$ cat config.mk
export PLATFORM = sky130hd
export DESIGN_NAME = tce_top
export DESIGN_NICKNAME = d
export VERILOG_FILES = /design/src/verilog/tce_pkg.sv /design/src/verilog/tce_top.sv
export SDC_FILE = /design/constraint.sdc
export NUM_CORES = 2
export LEC_CHECK = 0
export ABC_AREA = 0
export ABC_CLOCK_PERIOD_IN_PS = 35800
export BUFFER_PORTS_ARGS = -buffer_cell sky130_fd_sc_hd__buf_4
export CORE_MARGIN = 8
export CORE_UTILIZATION = 25
export CTS_CLUSTER_DIAMETER = 120
export DETAILED_ROUTE_END_ITERATION = 8
export PLACE_DENSITY = 0.52
export RECOVER_POWER = 25
export SLEW_MARGIN = 40
export SYNTH_ARGS = -nofsm -noshare
export SYNTH_HDL_FRONTEND = slang
export SYNTH_SLANG_ARGS = --single-unit
export TNS_END_PERCENT = 100
$ cat constraint.sdc
create_clock -name clk -period 35.8 [get_ports clk]
set_input_delay 3.58 -clock clk [delete_from_list [all_inputs] [get_ports clk]]
set_output_delay 3.58 -clock clk [all_outputs]
set_load 0.02 [all_outputs]
$ cat src/verilog/tce_pkg.sv
// shared types and constants for the trace context and target element block
package tce_pkg;

	// ----------------------------------------------------------------
	// element stream encoding
	// ----------------------------------------------------------------
	localparam logic [2:0] KIND_FLOW = 3'h0;
	localparam logic [2:0] KIND_EXCEPTION = 3'h1;
	localparam logic [2:0] KIND_TSTART = 3'h2;
	localparam logic [2:0] KIND_CONTEXT = 3'h3;
	localparam logic [2:0] KIND_TARGET = 3'h4;

	// exception packet type codes (values are arbitrary)
	localparam logic [4:0] EXC_TX_FAIL = 5'h18;
	localparam logic [4:0] EXC_PE_RESET = 5'h00;

	// ----------------------------------------------------------------
	// sizes and reset values
	// ----------------------------------------------------------------
	localparam int FIFO_DEPTH = 8;
	localparam logic [63:0] ADDR_RESET = 64'h0000_0000_0000_0000;
	localparam logic [31:0] CTX_ZERO = 32'h0000_0000;

	// ----------------------------------------------------------------
	// carriers
	// ----------------------------------------------------------------
	// processor events: pulses except in_tx and trace_active
	typedef struct packed {
		logic in_tx;
		logic trace_active;
		logic tx_enter;
		logic tx_exit;
		logic tx_fail;
		logic prohibited_enter;
		logic trace_disable;
		logic buf_overflow;
		logic proc_reset;
		logic ctx_change;
		logic sysreg_ctx_write;
		logic mispec_ctx;
		logic mispec_addr;
		logic q_element;
		logic sync_nonperiodic;
		logic sync_periodic;
	} tce_event_type;

	// static configuration levels
	typedef struct packed {
		logic vctx_trace_en;
		logic hyp_vmid_trace_allow;
		logic high_el_64;
		logic reset_trace_required;
		logic branch_broadcast_control;
	} tce_cfg_type;

	// one flow change from the core
	typedef struct packed {
		logic is_exception;
		logic [4:0] exc_type;
		logic taken;
		logic indirect;
		logic cse;
		logic rs_match;
		logic target_active;
		logic [63:0] target;
	} tce_flow_type;

	// one element of the output stream
	typedef struct packed {
		logic [2:0] kind;
		logic [4:0] exc_type;
		logic [63:0] addr;
		logic [31:0] ctx_id;
		logic [31:0] vmid;
	} tce_elem_type;

	typedef enum logic [2:0] {
		SEL_NONE = 3'h0,
		SEL_FAIL = 3'h1,
		SEL_RESET = 3'h2,
		SEL_TSTART = 3'h3,
		SEL_CTX = 3'h4,
		SEL_ADDR = 3'h5,
		SEL_FLOW = 3'h6
	} tce_sel_type;

endpackage

$ cat src/verilog/tce_top.sv
// element emitter for transaction, context and target elements, with its output fifo
`timescale 1ns/100ps

// ----------------------------------------------------------------
// shift-register fifo: head and valid bits are flip-flops
// ----------------------------------------------------------------
module tce_fifo #(
	parameter int WIDTH = 8,
	parameter int DEPTH = 8
) (
	// clock and reset
	input wire logic clk,
	input wire logic sys_rst,
	// fill side
	input wire logic in_valid,
	output logic in_ready,
	input wire logic [WIDTH-1:0] in_data,
	// drain side
	output logic out_valid,
	input wire logic out_ready,
	output logic [WIDTH-1:0] out_data
);
	localparam int CW = $clog2(DEPTH + 1);
	logic [WIDTH-1:0] mem [0:DEPTH-1];
	logic [DEPTH-1:0] vld;
	logic [CW-1:0] cnt;
	logic [CW-1:0] next_cnt;
	logic [CW-1:0] wr_pos;
	logic push;
	logic pop;

	// full shows as the last slot occupied, so ready is a plain flop bit
	assign in_ready = ~vld[DEPTH-1];
	assign out_valid = vld[0];
	assign out_data = mem[0];
	assign push = in_valid & ~vld[DEPTH-1];
	assign pop = vld[0] & out_ready;
	assign wr_pos = pop ? cnt - CW'(1) : cnt;
	assign next_cnt = cnt + CW'(push) - CW'(pop);

	// occupancy count
	always_ff @(posedge clk) begin
		if (sys_rst) begin
			cnt <= '0;
		end else begin
			cnt <= next_cnt;
		end
	end

	// each slot shifts toward the head on pop and takes new data at the tail
	for (genvar i = 0; i < DEPTH; i++) begin : g_slot
		always_ff @(posedge clk) begin
			if (sys_rst) begin
				vld[i] <= 1'b0;
				mem[i] <= '0;
			end else begin
				vld[i] <= (CW'(i) < next_cnt);
				if (push && wr_pos == CW'(i)) begin
					mem[i] <= in_data;
				end else if (pop && i < DEPTH - 1) begin
					mem[i] <= mem[(i < DEPTH - 1) ? i + 1 : i];
				end
			end
		end
	end

	// a stalled head keeps its data
	a_fifo_hold: assert property (@(posedge clk) disable iff (sys_rst)
		out_valid && !out_ready |=> out_valid && $stable(out_data))
		else $error("fifo head changed while stalled");
endmodule

// ----------------------------------------------------------------
// emitter
// ----------------------------------------------------------------
module tce_top (
	// clock and reset
	input wire logic clk,
	input wire logic sys_rst,
	// processor side
	input wire tce_pkg::tce_event_type ev,
	input wire tce_pkg::tce_cfg_type cfg,
	input wire logic [63:0] cur_pc,
	input wire logic [31:0] el1_context_id_register,
	input wire logic [31:0] el2_context_id,
	input wire logic [31:0] vmid_value,
	// flow changes to be traced
	input wire logic fc_valid,
	output logic fc_ready,
	input wire tce_pkg::tce_flow_type fc_data,
	// element stream
	output logic out_valid,
	input wire logic out_ready,
	output tce_pkg::tce_elem_type out_data
);
	tce_pkg::tce_flow_type hold;
	tce_pkg::tce_elem_type push_data;
	tce_pkg::tce_sel_type sel;
	logic hold_valid;
	logic next_hold_valid;
	logic fifo_ready;
	logic tx_start_sent;
	logic tstart_pend;
	logic fail_pend;
	logic reset_pend;
	logic ctx_pend;
	logic ctx_nofc;
	logic ctx_valid;
	logic addr_pend;
	logic [63:0] addr_val;
	logic [63:0] last_target;
	logic tx_kill;
	logic flow_go;
	logic flow_bypass;
	logic flow_need_addr;

	// kill events that end a started transaction with a failure
	assign tx_kill = ev.tx_fail |
		(ev.in_tx & (ev.prohibited_enter | ev.trace_disable | ev.buf_overflow));

	// an exception with no flow since the context write may pass the context
	assign flow_bypass = hold.is_exception & ctx_nofc & ~addr_pend;
	assign flow_go = (sel == tce_pkg::SEL_FLOW);
	assign flow_need_addr = hold.taken & (hold.indirect | hold.is_exception |
		cfg.branch_broadcast_control) & ~hold.rs_match & hold.target_active;

	// ----------------------------------------------------------------
	// arbitration: failure, reset, start, bypassing exception, context, address, then flow
	// ----------------------------------------------------------------
	// one element per cycle keeps the stream order exactly as chosen here
	always_comb begin
		sel = tce_pkg::SEL_NONE;
		if (fifo_ready) begin
			if (fail_pend) begin
				sel = tce_pkg::SEL_FAIL;
			end else if (reset_pend) begin
				sel = tce_pkg::SEL_RESET;
			end else if (tstart_pend) begin
				sel = tce_pkg::SEL_TSTART;
			end else if (hold_valid && flow_bypass) begin
				sel = tce_pkg::SEL_FLOW;
			end else if (ctx_pend) begin
				sel = tce_pkg::SEL_CTX;
			end else if (addr_pend) begin
				sel = tce_pkg::SEL_ADDR;
			end else if (hold_valid) begin
				sel = tce_pkg::SEL_FLOW;
			end
		end
	end

	// element contents for the selected source
	always_comb begin
		push_data = '0;
		push_data.addr = addr_val;
		unique case (sel)
			tce_pkg::SEL_FAIL: begin
				push_data.kind = tce_pkg::KIND_EXCEPTION;
				push_data.exc_type = tce_pkg::EXC_TX_FAIL;
			end
			tce_pkg::SEL_RESET: begin
				push_data.kind = tce_pkg::KIND_EXCEPTION;
				push_data.exc_type = tce_pkg::EXC_PE_RESET;
			end
			tce_pkg::SEL_TSTART: begin
				push_data.kind = tce_pkg::KIND_TSTART;
			end
			tce_pkg::SEL_CTX: begin
				push_data.kind = tce_pkg::KIND_CONTEXT;
				if (!ctx_valid) begin
					push_data.ctx_id = tce_pkg::CTX_ZERO;
				end else if (cfg.high_el_64) begin
					push_data.ctx_id = el1_context_id_register;
				end else begin
					push_data.ctx_id = el2_context_id;
				end
				if (!ctx_valid || (cfg.vctx_trace_en && !cfg.hyp_vmid_trace_allow)) begin
					push_data.vmid = tce_pkg::CTX_ZERO;
				end else begin
					push_data.vmid = vmid_value;
				end
			end
			tce_pkg::SEL_ADDR: begin
				push_data.kind = tce_pkg::KIND_TARGET;
			end
			tce_pkg::SEL_FLOW: begin
				push_data.kind = hold.is_exception ? tce_pkg::KIND_EXCEPTION
					: tce_pkg::KIND_FLOW;
				push_data.exc_type = hold.exc_type;
				push_data.addr = hold.target;
			end
			default: begin
				push_data.kind = tce_pkg::KIND_FLOW;
			end
		endcase
	end

	// ----------------------------------------------------------------
	// transaction tracking
	// ----------------------------------------------------------------
	// start flag lives for one outer transaction; failure requires it
	always_ff @(posedge clk) begin
		if (sys_rst) begin
			tx_start_sent <= 1'b0;
			tstart_pend <= 1'b0;
		end else begin
			if (sel == tce_pkg::SEL_TSTART) begin
				tx_start_sent <= 1'b1;
			end else if (sel == tce_pkg::SEL_FAIL || ev.tx_exit || ev.proc_reset) begin
				tx_start_sent <= 1'b0;
			end
			tstart_pend <= (tstart_pend & (sel != tce_pkg::SEL_TSTART)) |
				(ev.tx_enter & ev.trace_active & ~tx_start_sent);
		end
	end

	// failure and reset pending; a new event wins over the emission clear
	always_ff @(posedge clk) begin
		if (sys_rst) begin
			fail_pend <= 1'b0;
			reset_pend <= 1'b0;
		end else begin
			fail_pend <= (fail_pend & (sel != tce_pkg::SEL_FAIL)) |
				(tx_start_sent & (tx_kill |
				(ev.proc_reset & ev.in_tx & cfg.reset_trace_required)));
			// without reset tracing a lone reset packet implies the failure
			reset_pend <= (reset_pend & (sel != tce_pkg::SEL_RESET)) |
				(ev.proc_reset & (cfg.reset_trace_required |
				(tx_start_sent & ev.in_tx)));
		end
	end

	// ----------------------------------------------------------------
	// context tracking
	// ----------------------------------------------------------------
	// ids stay zero after reset until a context register is written
	always_ff @(posedge clk) begin
		if (sys_rst) begin
			ctx_valid <= 1'b0;
		end else if (ev.proc_reset) begin
			ctx_valid <= 1'b0;
		end else if (ev.ctx_change || ev.sysreg_ctx_write) begin
			ctx_valid <= 1'b1;
		end
	end

	// pending context; real changes, syncs, corrections and an exception with cse set after a context write raise it
	always_ff @(posedge clk) begin
		if (sys_rst) begin
			ctx_pend <= 1'b0;
			ctx_nofc <= 1'b0;
		end else begin
			if (ev.trace_active && (ev.ctx_change || ev.sysreg_ctx_write || ev.mispec_ctx ||
				ev.sync_nonperiodic || ev.sync_periodic)) begin
				ctx_pend <= 1'b1;
			end else if (flow_go && hold.is_exception && hold.cse && ctx_nofc) begin
				ctx_pend <= 1'b1;
			end else if (!ev.trace_active || sel == tce_pkg::SEL_CTX) begin
				ctx_pend <= 1'b0;
			end
			if (ev.sysreg_ctx_write) begin
				ctx_nofc <= 1'b1;
			end else if (flow_go) begin
				ctx_nofc <= 1'b0;
			end
		end
	end

	// ----------------------------------------------------------------
	// target address tracking
	// ----------------------------------------------------------------
	// later assignments win: a non-periodic sync request overrides a flow-made request
	always_ff @(posedge clk) begin
		if (sys_rst) begin
			addr_pend <= 1'b0;
			addr_val <= tce_pkg::ADDR_RESET;
			last_target <= tce_pkg::ADDR_RESET;
		end else begin
			if (sel == tce_pkg::SEL_ADDR) begin
				addr_pend <= 1'b0;
			end
			if (flow_go) begin
				last_target <= hold.target;
				if (flow_need_addr) begin
					addr_pend <= 1'b1;
					addr_val <= hold.target;
				end
			end
			if (sel == tce_pkg::SEL_FAIL && ev.trace_active) begin
				addr_pend <= 1'b1;
				addr_val <= cur_pc;
			end
			if (ev.q_element || ev.mispec_addr) begin
				addr_pend <= 1'b1;
				addr_val <= cur_pc;
			end
			if (ev.sync_nonperiodic) begin
				addr_pend <= 1'b1;
				addr_val <= cur_pc;
			end else if (ev.sync_periodic && !flow_go) begin
				addr_pend <= 1'b1;
				addr_val <= last_target;
			end
		end
	end

	// ----------------------------------------------------------------
	// flow-change holding slot
	// ----------------------------------------------------------------
	// ready is registered from the next slot state, so it never lags a take
	assign next_hold_valid = (hold_valid & ~flow_go) | (fc_valid & fc_ready);
	always_ff @(posedge clk) begin
		if (sys_rst) begin
			hold_valid <= 1'b0;
			hold <= '0;
			fc_ready <= 1'b0;
		end else begin
			hold_valid <= next_hold_valid;
			fc_ready <= ~next_hold_valid;
			if (fc_valid && fc_ready) begin
				hold <= fc_data;
			end
		end
	end

	// output buffer; a stalled analyzer stalls the arbiter through fifo_ready
	tce_fifo #(
		.WIDTH($bits(tce_pkg::tce_elem_type)),
		.DEPTH(tce_pkg::FIFO_DEPTH)
	) u_fifo (
		.clk(clk),
		.sys_rst(sys_rst),
		.in_valid(sel != tce_pkg::SEL_NONE),
		.in_ready(fifo_ready),
		.in_data(push_data),
		.out_valid(out_valid),
		.out_ready(out_ready),
		.out_data(out_data)
	);

	// ----------------------------------------------------------------
	// checks
	// ----------------------------------------------------------------
	a_fail_gated: assert property (@(posedge clk) disable iff (sys_rst)
		!fail_pend && !tx_start_sent |=> !fail_pend)
		else $error("failure element without start element");
	a_fail_raised: assert property (@(posedge clk) disable iff (sys_rst)
		tx_kill && tx_start_sent |=> fail_pend)
		else $error("failure not raised after kill event");
	a_fail_type: assert property (@(posedge clk) disable iff (sys_rst)
		sel == tce_pkg::SEL_FAIL |-> push_data.kind == tce_pkg::KIND_EXCEPTION &&
		push_data.exc_type == tce_pkg::EXC_TX_FAIL)
		else $error("failure element has wrong encoding");
	a_reset_order: assert property (@(posedge clk) disable iff (sys_rst)
		sel == tce_pkg::SEL_RESET |-> !fail_pend)
		else $error("reset packet ahead of failure packet");
	a_ctx_first: assert property (@(posedge clk) disable iff (sys_rst)
		flow_go && !hold.is_exception |-> !ctx_pend && !addr_pend)
		else $error("flow change passed pending context or address");
	a_vmid_zero: assert property (@(posedge clk) disable iff (sys_rst)
		sel == tce_pkg::SEL_CTX && cfg.vctx_trace_en && !cfg.hyp_vmid_trace_allow
		|-> push_data.vmid == tce_pkg::CTX_ZERO)
		else $error("virtual context id not zeroed");
	a_reset_ctx: assert property (@(posedge clk) disable iff (sys_rst)
		ev.proc_reset |=> !ctx_valid)
		else $error("context not cleared by processor reset");
	a_periodic_addr: assert property (@(posedge clk) disable iff (sys_rst)
		ev.sync_periodic && !ev.sync_nonperiodic && !flow_go
		|=> addr_pend && addr_val == $past(last_target))
		else $error("periodic sync address is not last target");
	a_tstart_sent: assert property (@(posedge clk) disable iff (sys_rst)
		sel == tce_pkg::SEL_TSTART |=> tx_start_sent && !tstart_pend)
		else $error("start element not recorded");
endmodule

### Yosys cells after proc, flatten, opt, wreduce, memory -nomap -nowiden

Memories as Yosys holds them, arrays and structs flattened.
Cells that the tools add are included.

| cells by class | value |
|---|---|
| divide/modulo/power cells | 0 |
| multiply operators | 0 |
| add/sub/neg operators | 3 |
| bitwise gates (word level) | 52 |
| reduce and logical (&&, ||, !) cells | 40 |
| mux-type cells | 100 |
| shifts and indexed selects | 0 |
| order comparisons | 2 |
| equal/unequal tests | 16 |

Operators by type and width:

| cell | count |
|---|---|
| $mux 136 | 15 |
| $mux 64 | 8 |
| $mux 32 | 3 |
| $mux 1 | 63 |
| $or 1x1->1 | 26 |
| $mux 3 | 8 |
| $and 1x1->1 | 20 |
| $logic_and 1x1->1 | 17 |
| $eq 4x3->1 const B | 4 |
| $pmux 3 s5 | 1 |
| $pmux 5 s2 | 1 |
| $reduce_bool 5->1 | 2 |
| $eq 3x3->1 const B | 3 |
| $logic_or 1x1->1 | 9 |
| $eq 4x2->1 const B | 2 |
| $eq 3x2->1 const B | 2 |
| $ne 3x2->1 const B | 2 |
| $not 1->1 | 6 |
| $reduce_bool 3->1 | 2 |
| $add 4x1->4 | 1 |
| $eq 4x1->1 const B | 1 |
| $logic_not 1->1 | 4 |
| $logic_not 4->1 | 1 |
| $lt 1x4->1 const A | 1 |
| 9 further kinds | 11 |

| storage, ports and cells | value |
|---|---|
| register bits after elaboration | 219 |
| bits in read-only memories | 0 |
| bits of input ports | 260 |
| memories kept | 1 |
| bits in latches | 0 |
| RAM bits | 1088 |

Memories:

| memory | depth | width | rd ports | clocked after Yosys merged registers in | wr ports | line | source |
|---|---|---|---|---|---|---|---|
| u_fifo.mem | 8 | 136 | 8 | 0 | 8 | tce_top.sv:24 | `logic [WIDTH-1:0] mem [0:DEPTH-1];` |

### Logic depth before layout (Yosys ltp)

| logic depth | value |
|---|---|
| depth after elaboration | 16 |
| mapped depth | 11 |

### By module

A second synthesis with hierarchy kept.

| unflattened totals | value |
|---|---|
| cell total of the unflattened synthesis | 4571 |
| area, all modules | 58010.6 um^2 |

By module, submodules not included:

| module | cells each | instances | area each (um^2) |
|---|---|---|---|
| tce_fifo | 3206 | 1 | 47803.3 |
| tce_top | 1365 | 1 | 10207.3 |

### Least setup slack after synthesis

Ideal clock, no wire load.

| timing path | value |
|---|---|
| path type | input to register |
| start | input out_ready |
| end | memory u_fifo.mem[1][272] (netlist name), enable pin |
| stages | 7 |
| data arrival time | 14331 ps |
| path buffers | 2 |
| setup slack | 20650 ps |
| required time | 34981 ps |
| path through | nand2_1 > inv_2 > a31oi_1 > or3_1 > clkbuf_1 > clkbuf_1 > o21ai_0 |

RTL lines:

| item | line | source |
|---|---|---|
| from (decl) | tce_top.sv:93 | `input wire logic out_ready,` |
| to (decl) | tce_top.sv:24 |  |

### Worst setup path after layout

| timing path | value |
|---|---|
| start | input sys_rst |
| end | register last_target[36] |

RTL lines:

| item | line | source |
|---|---|---|
| from (decl) | tce_top.sv:79 | `input wire logic sys_rst,` |
| to (signal assigned) | tce_top.sv:277 | `last_target <= tce_pkg::ADDR_RESET;` |
| to (signal assigned) | tce_top.sv:283 | `last_target <= hold.target;` |
| to (decl) | tce_top.sv:111 | `logic [63:0] last_target;` |

No word-level cell between the ends.

==> flow_metrics.py <==
metrics = {
    "status": {
        "status": "complete, but fails checks",
        "violations": "max-capacitance violations, max-slew violations",
    },
    "die": {
        "die_h_microns": 488,
        "row_count": 173,
        "core-area_sq_um": 222000,
        "dieArea_sq_um": 238000,
        "initial_core_util": 0.251,
        "io_pins": 398,
        "die_w_microns": 488,
    },
    "synthesis": {
        "synth_seq_cells": 1306,
        "ys.flop_type": "edfxtp_1",
        "synth_top_family_by_area": "compound AO/OA/AOI/OAI gates",
        "synthSimpleGateAreaFrac": 0.0646,
        "syn_avg_cell_area_sq_um": 13.7,
        "synthAdderAreaFrac": 0.00193,
        "synth.area.top_cells": "edfxtp_1 59%, dfxtp_1 7.8%, a22o_1 7.6%",
        "syn-cell-area_sq_um": 55700,
        "async_flop_share": 0,
        "synthesis.instances": 4077,
        "synthMuxAreaShare": 0.0174,
        "synth.top_cell.area_share": 0.586,
        "yosysUniqueCellTypes": 66,
        "synth-xor-area-share": 0.000472,
        "synth_most_common_cell": "edfxtp_1",
        "synthTopCellsByCount": "1,088 x edfxtp_1, 485 x a22o_1, 396 x o2bb2ai_1, 300 x nand2_1, 237 x clkbuf_1",
        "synth_nets": 4345,
        "synth-warning-count": 0,
        "seq_area_frac_synth": 0.665,
        "synth-compound-area-share": 0.200,
        "synth_edf_count": 1088,
        "synth_area_leader_cell": "edfxtp_1",
    },
    "finish": {
        "multi_input_area_sq_um": 16100,
        "syn2layout_area_growth_pct": 16.3,
        "register_area_sq_um": 37000,
        "finalNetCount": 4465,
        "fill_cells": 22400,
        "fin_util": 0.292,
        "drive_gt1_frac": 0.160,
    },
    "global_routing": {
        "grt_antenna_before_repair": 14,
        "first_global_vias": 34200,
        "grtUsageTotal": 0.131,
        "grt_max_degree": 104,
        "grt_pass1_wl_mm": 238,
        "grt-ovfl-total": 0,
    },
    "clock_tree": {
        "cts_tree": "yes",
        "clkTransAtPathRegs_ps": 60,
        "clockBufferDepth": 3,
        "htree_levels": 4,
        "cts_resized": 0,
        "clk-insertion-delay-late_ps": 780,
        "postCtsSetupBuffers": 0,
        "cts_hold_buffers": 0,
        "clock_tree.root_cell": "clkbuf_16",
        "cts-buffers-inserted": 140,
        "clock_sinks": 1306,
    },
    "route": {
        "drt-met1-wl_mm": 79.1,
        "wirelength_mm": 162,
        "top_layer": "met4",
        "routed_via_density": 4.86,
        "drc": 0,
        "dr_wl_met2_mm": 67.7,
        "vias": 35400,
        "drt_iter0_drc": 3426,
        "routedWlPerCell_microns": 22.3,
        "drt_first_pass_iters": 5,
        "wl_met3_mm": 12.4,
        "detail-route-antenna-nets": 0,
    },
    "sta": {
        "hold_viol_final": 0,
        "slew_violations": 764,
        "setup_violations": 0,
        "skew_ps": 24.2,
        "period_share": 0.406,
        "max_freq_mhz": 68.8,
        "rsz0062_at_grt": "false",
        "slew_headroom": -2.17,
        "worstMarginPinSlew_ps": 4760,
        "fin_crit_ps": 14530,
        "setup_tns_ps": 0,
    },
    "hold_path": {
        "hold_depth": 2,
        "hold_path.class": "flop to flop",
    },
    "flow_run": {
        "drv_cap": 14,
    },
    "critical_path": {
        "worst-setup-path-type": "input port to flop",
        "r2r.worst_path.cells": 6,
        "start_kind": "input port",
        "critPathCaptureType": "flop",
        "critPathRequiredTime_ps": 36230,
        "crit_fanout": 103,
        "arrival_ps": 14960,
    },
    "place": {
        "port_buffers": 397,
        "place.gp.congestion": 0.797,
        "post-dp-hpwl_mm": 105,
    },
    "pwr": {
        "peakVddDrop_uv": 55.7,
        "leakagePower_nw": 22.6,
        "power_density_nw_per_um2": 68.4,
    },
}
routing by layer:
| layer | global-route usage | vias up |
|---|---|---|
| met5 | 0 | - |
| met4 | 0.0299 | 0 |
| met3 | 0.0310 | 192 |
| met2 | 0.188 | 1339 |
| met1 | 0.197 | 17500 |
| li1 | - | 16300 |
area by class of cell:
type	instances	area share
diodes	2	0.0000773
flip-flops and latches	1306	0.572
clock buffers	193	0.0590
inverters	12	0.000695
repair buffers	529	0.0561
well taps	2975	0.0575
clock inverters	55	0.00620
multi-input cells	2208	0.249
cells in the final DEF (no fill, tap or decap), types with 9 or more instances in the layout:
cell / netlist / routed
mux2i_1: 97 / 81
a22oi_1: 64 / 64
clkbuf_8: 0 / 9
clkbuf_16: 0 / 142
a21oi_1: 157 / 158
a31o_2: 66 / 66
clkbuf_1: 237 / 192
clkinv_2: 0 / 12
o2bb2ai_1: 396 / 396
nand2_1: 300 / 294
a22o_1: 485 / 485
a41oi_1: 64 / 64
nor2_1: 176 / 175
buf_6: 11 / 24
buf_4: 139 / 346
a311oi_1: 64 / 64
mux2i_2: 0 / 11
and3_1: 64 / 64
clkinv_1: 0 / 21
edfxtp_1: 1088 / 1088
nor3_1: 38 / 35
inv_6: 0 / 9
and2_1: 68 / 64
dfxtp_1: 218 / 218
inv_1: 11 / 11
nor4_1: 67 / 67
flip-flops by register name, summed over array words and instances (netlist names):
register          cells
u_fifo.mem         1088
hold                 75
addr_val             64
last_target          64
u_fifo.cnt            4
addr_pend             1
ctx_nofc              1
ctx_pend              1
ctx_valid             1
fail_pend             1
fc_ready              1
hold_valid            1
reset_pend            1
tstart_pend           1
tx_start_sent         1
u_fifo.out_valid      1
power breakdown:
group          internal (W)  switching, W
clock              0.000759      0.000607
combinational      0.000207      0.000623
sequential          0.00210      0.000138
metrics by stage:
step           area [sq um]  std cells  setup slack [ps]  hold WS [ps]  power, W
2_1_floorplan         55700       4077             20650           432   0.00283
3_3_place_gp          60700       7014             27720           439   0.00312
3_5_place_dp          61100       7023             28250           444   0.00316
4_1_cts               65300       7271             29080           453   0.00453
5_1_grt               64800       7279             20680           466   0.00462
6_report              64800       7280             21270           449   0.00443
logic make-up after synthesis:
group / after synthesis
adders and majority gates: 8
and+or+nand+nor: 761
muxes: 97
AOI/OAI and AO/OA: 1339
buffers and inverters: 563
DFF: 1306
xor gates and xnor gates: 3
worst max-delay path, stage by stage:
cell and delay, ps:
clkbuf_1 1750, clkbuf_1 3060, clkbuf_1 2790, clkbuf_1 3480
a21oi_1 90
path summary, 6_finish.rpt:
path / start / to / slack (ps)
max reg2reg: ctx_pend$_SDFFE_PP0P_ / u_fifo.mem[1][187]$_DFFE_PP_ / 29900
min reg2reg: hold[71]$_SDFFE_PP0P_ / hold[71]$_SDFFE_PP0P_ / 450
max: sys_rst / last_target[36]$_SDFFE_PP0P_ / 21270
min: hold[71]$_SDFFE_PP0P_ / hold[71]$_SDFFE_PP0P_ / 450
Power figures use the tool's default switching activity.
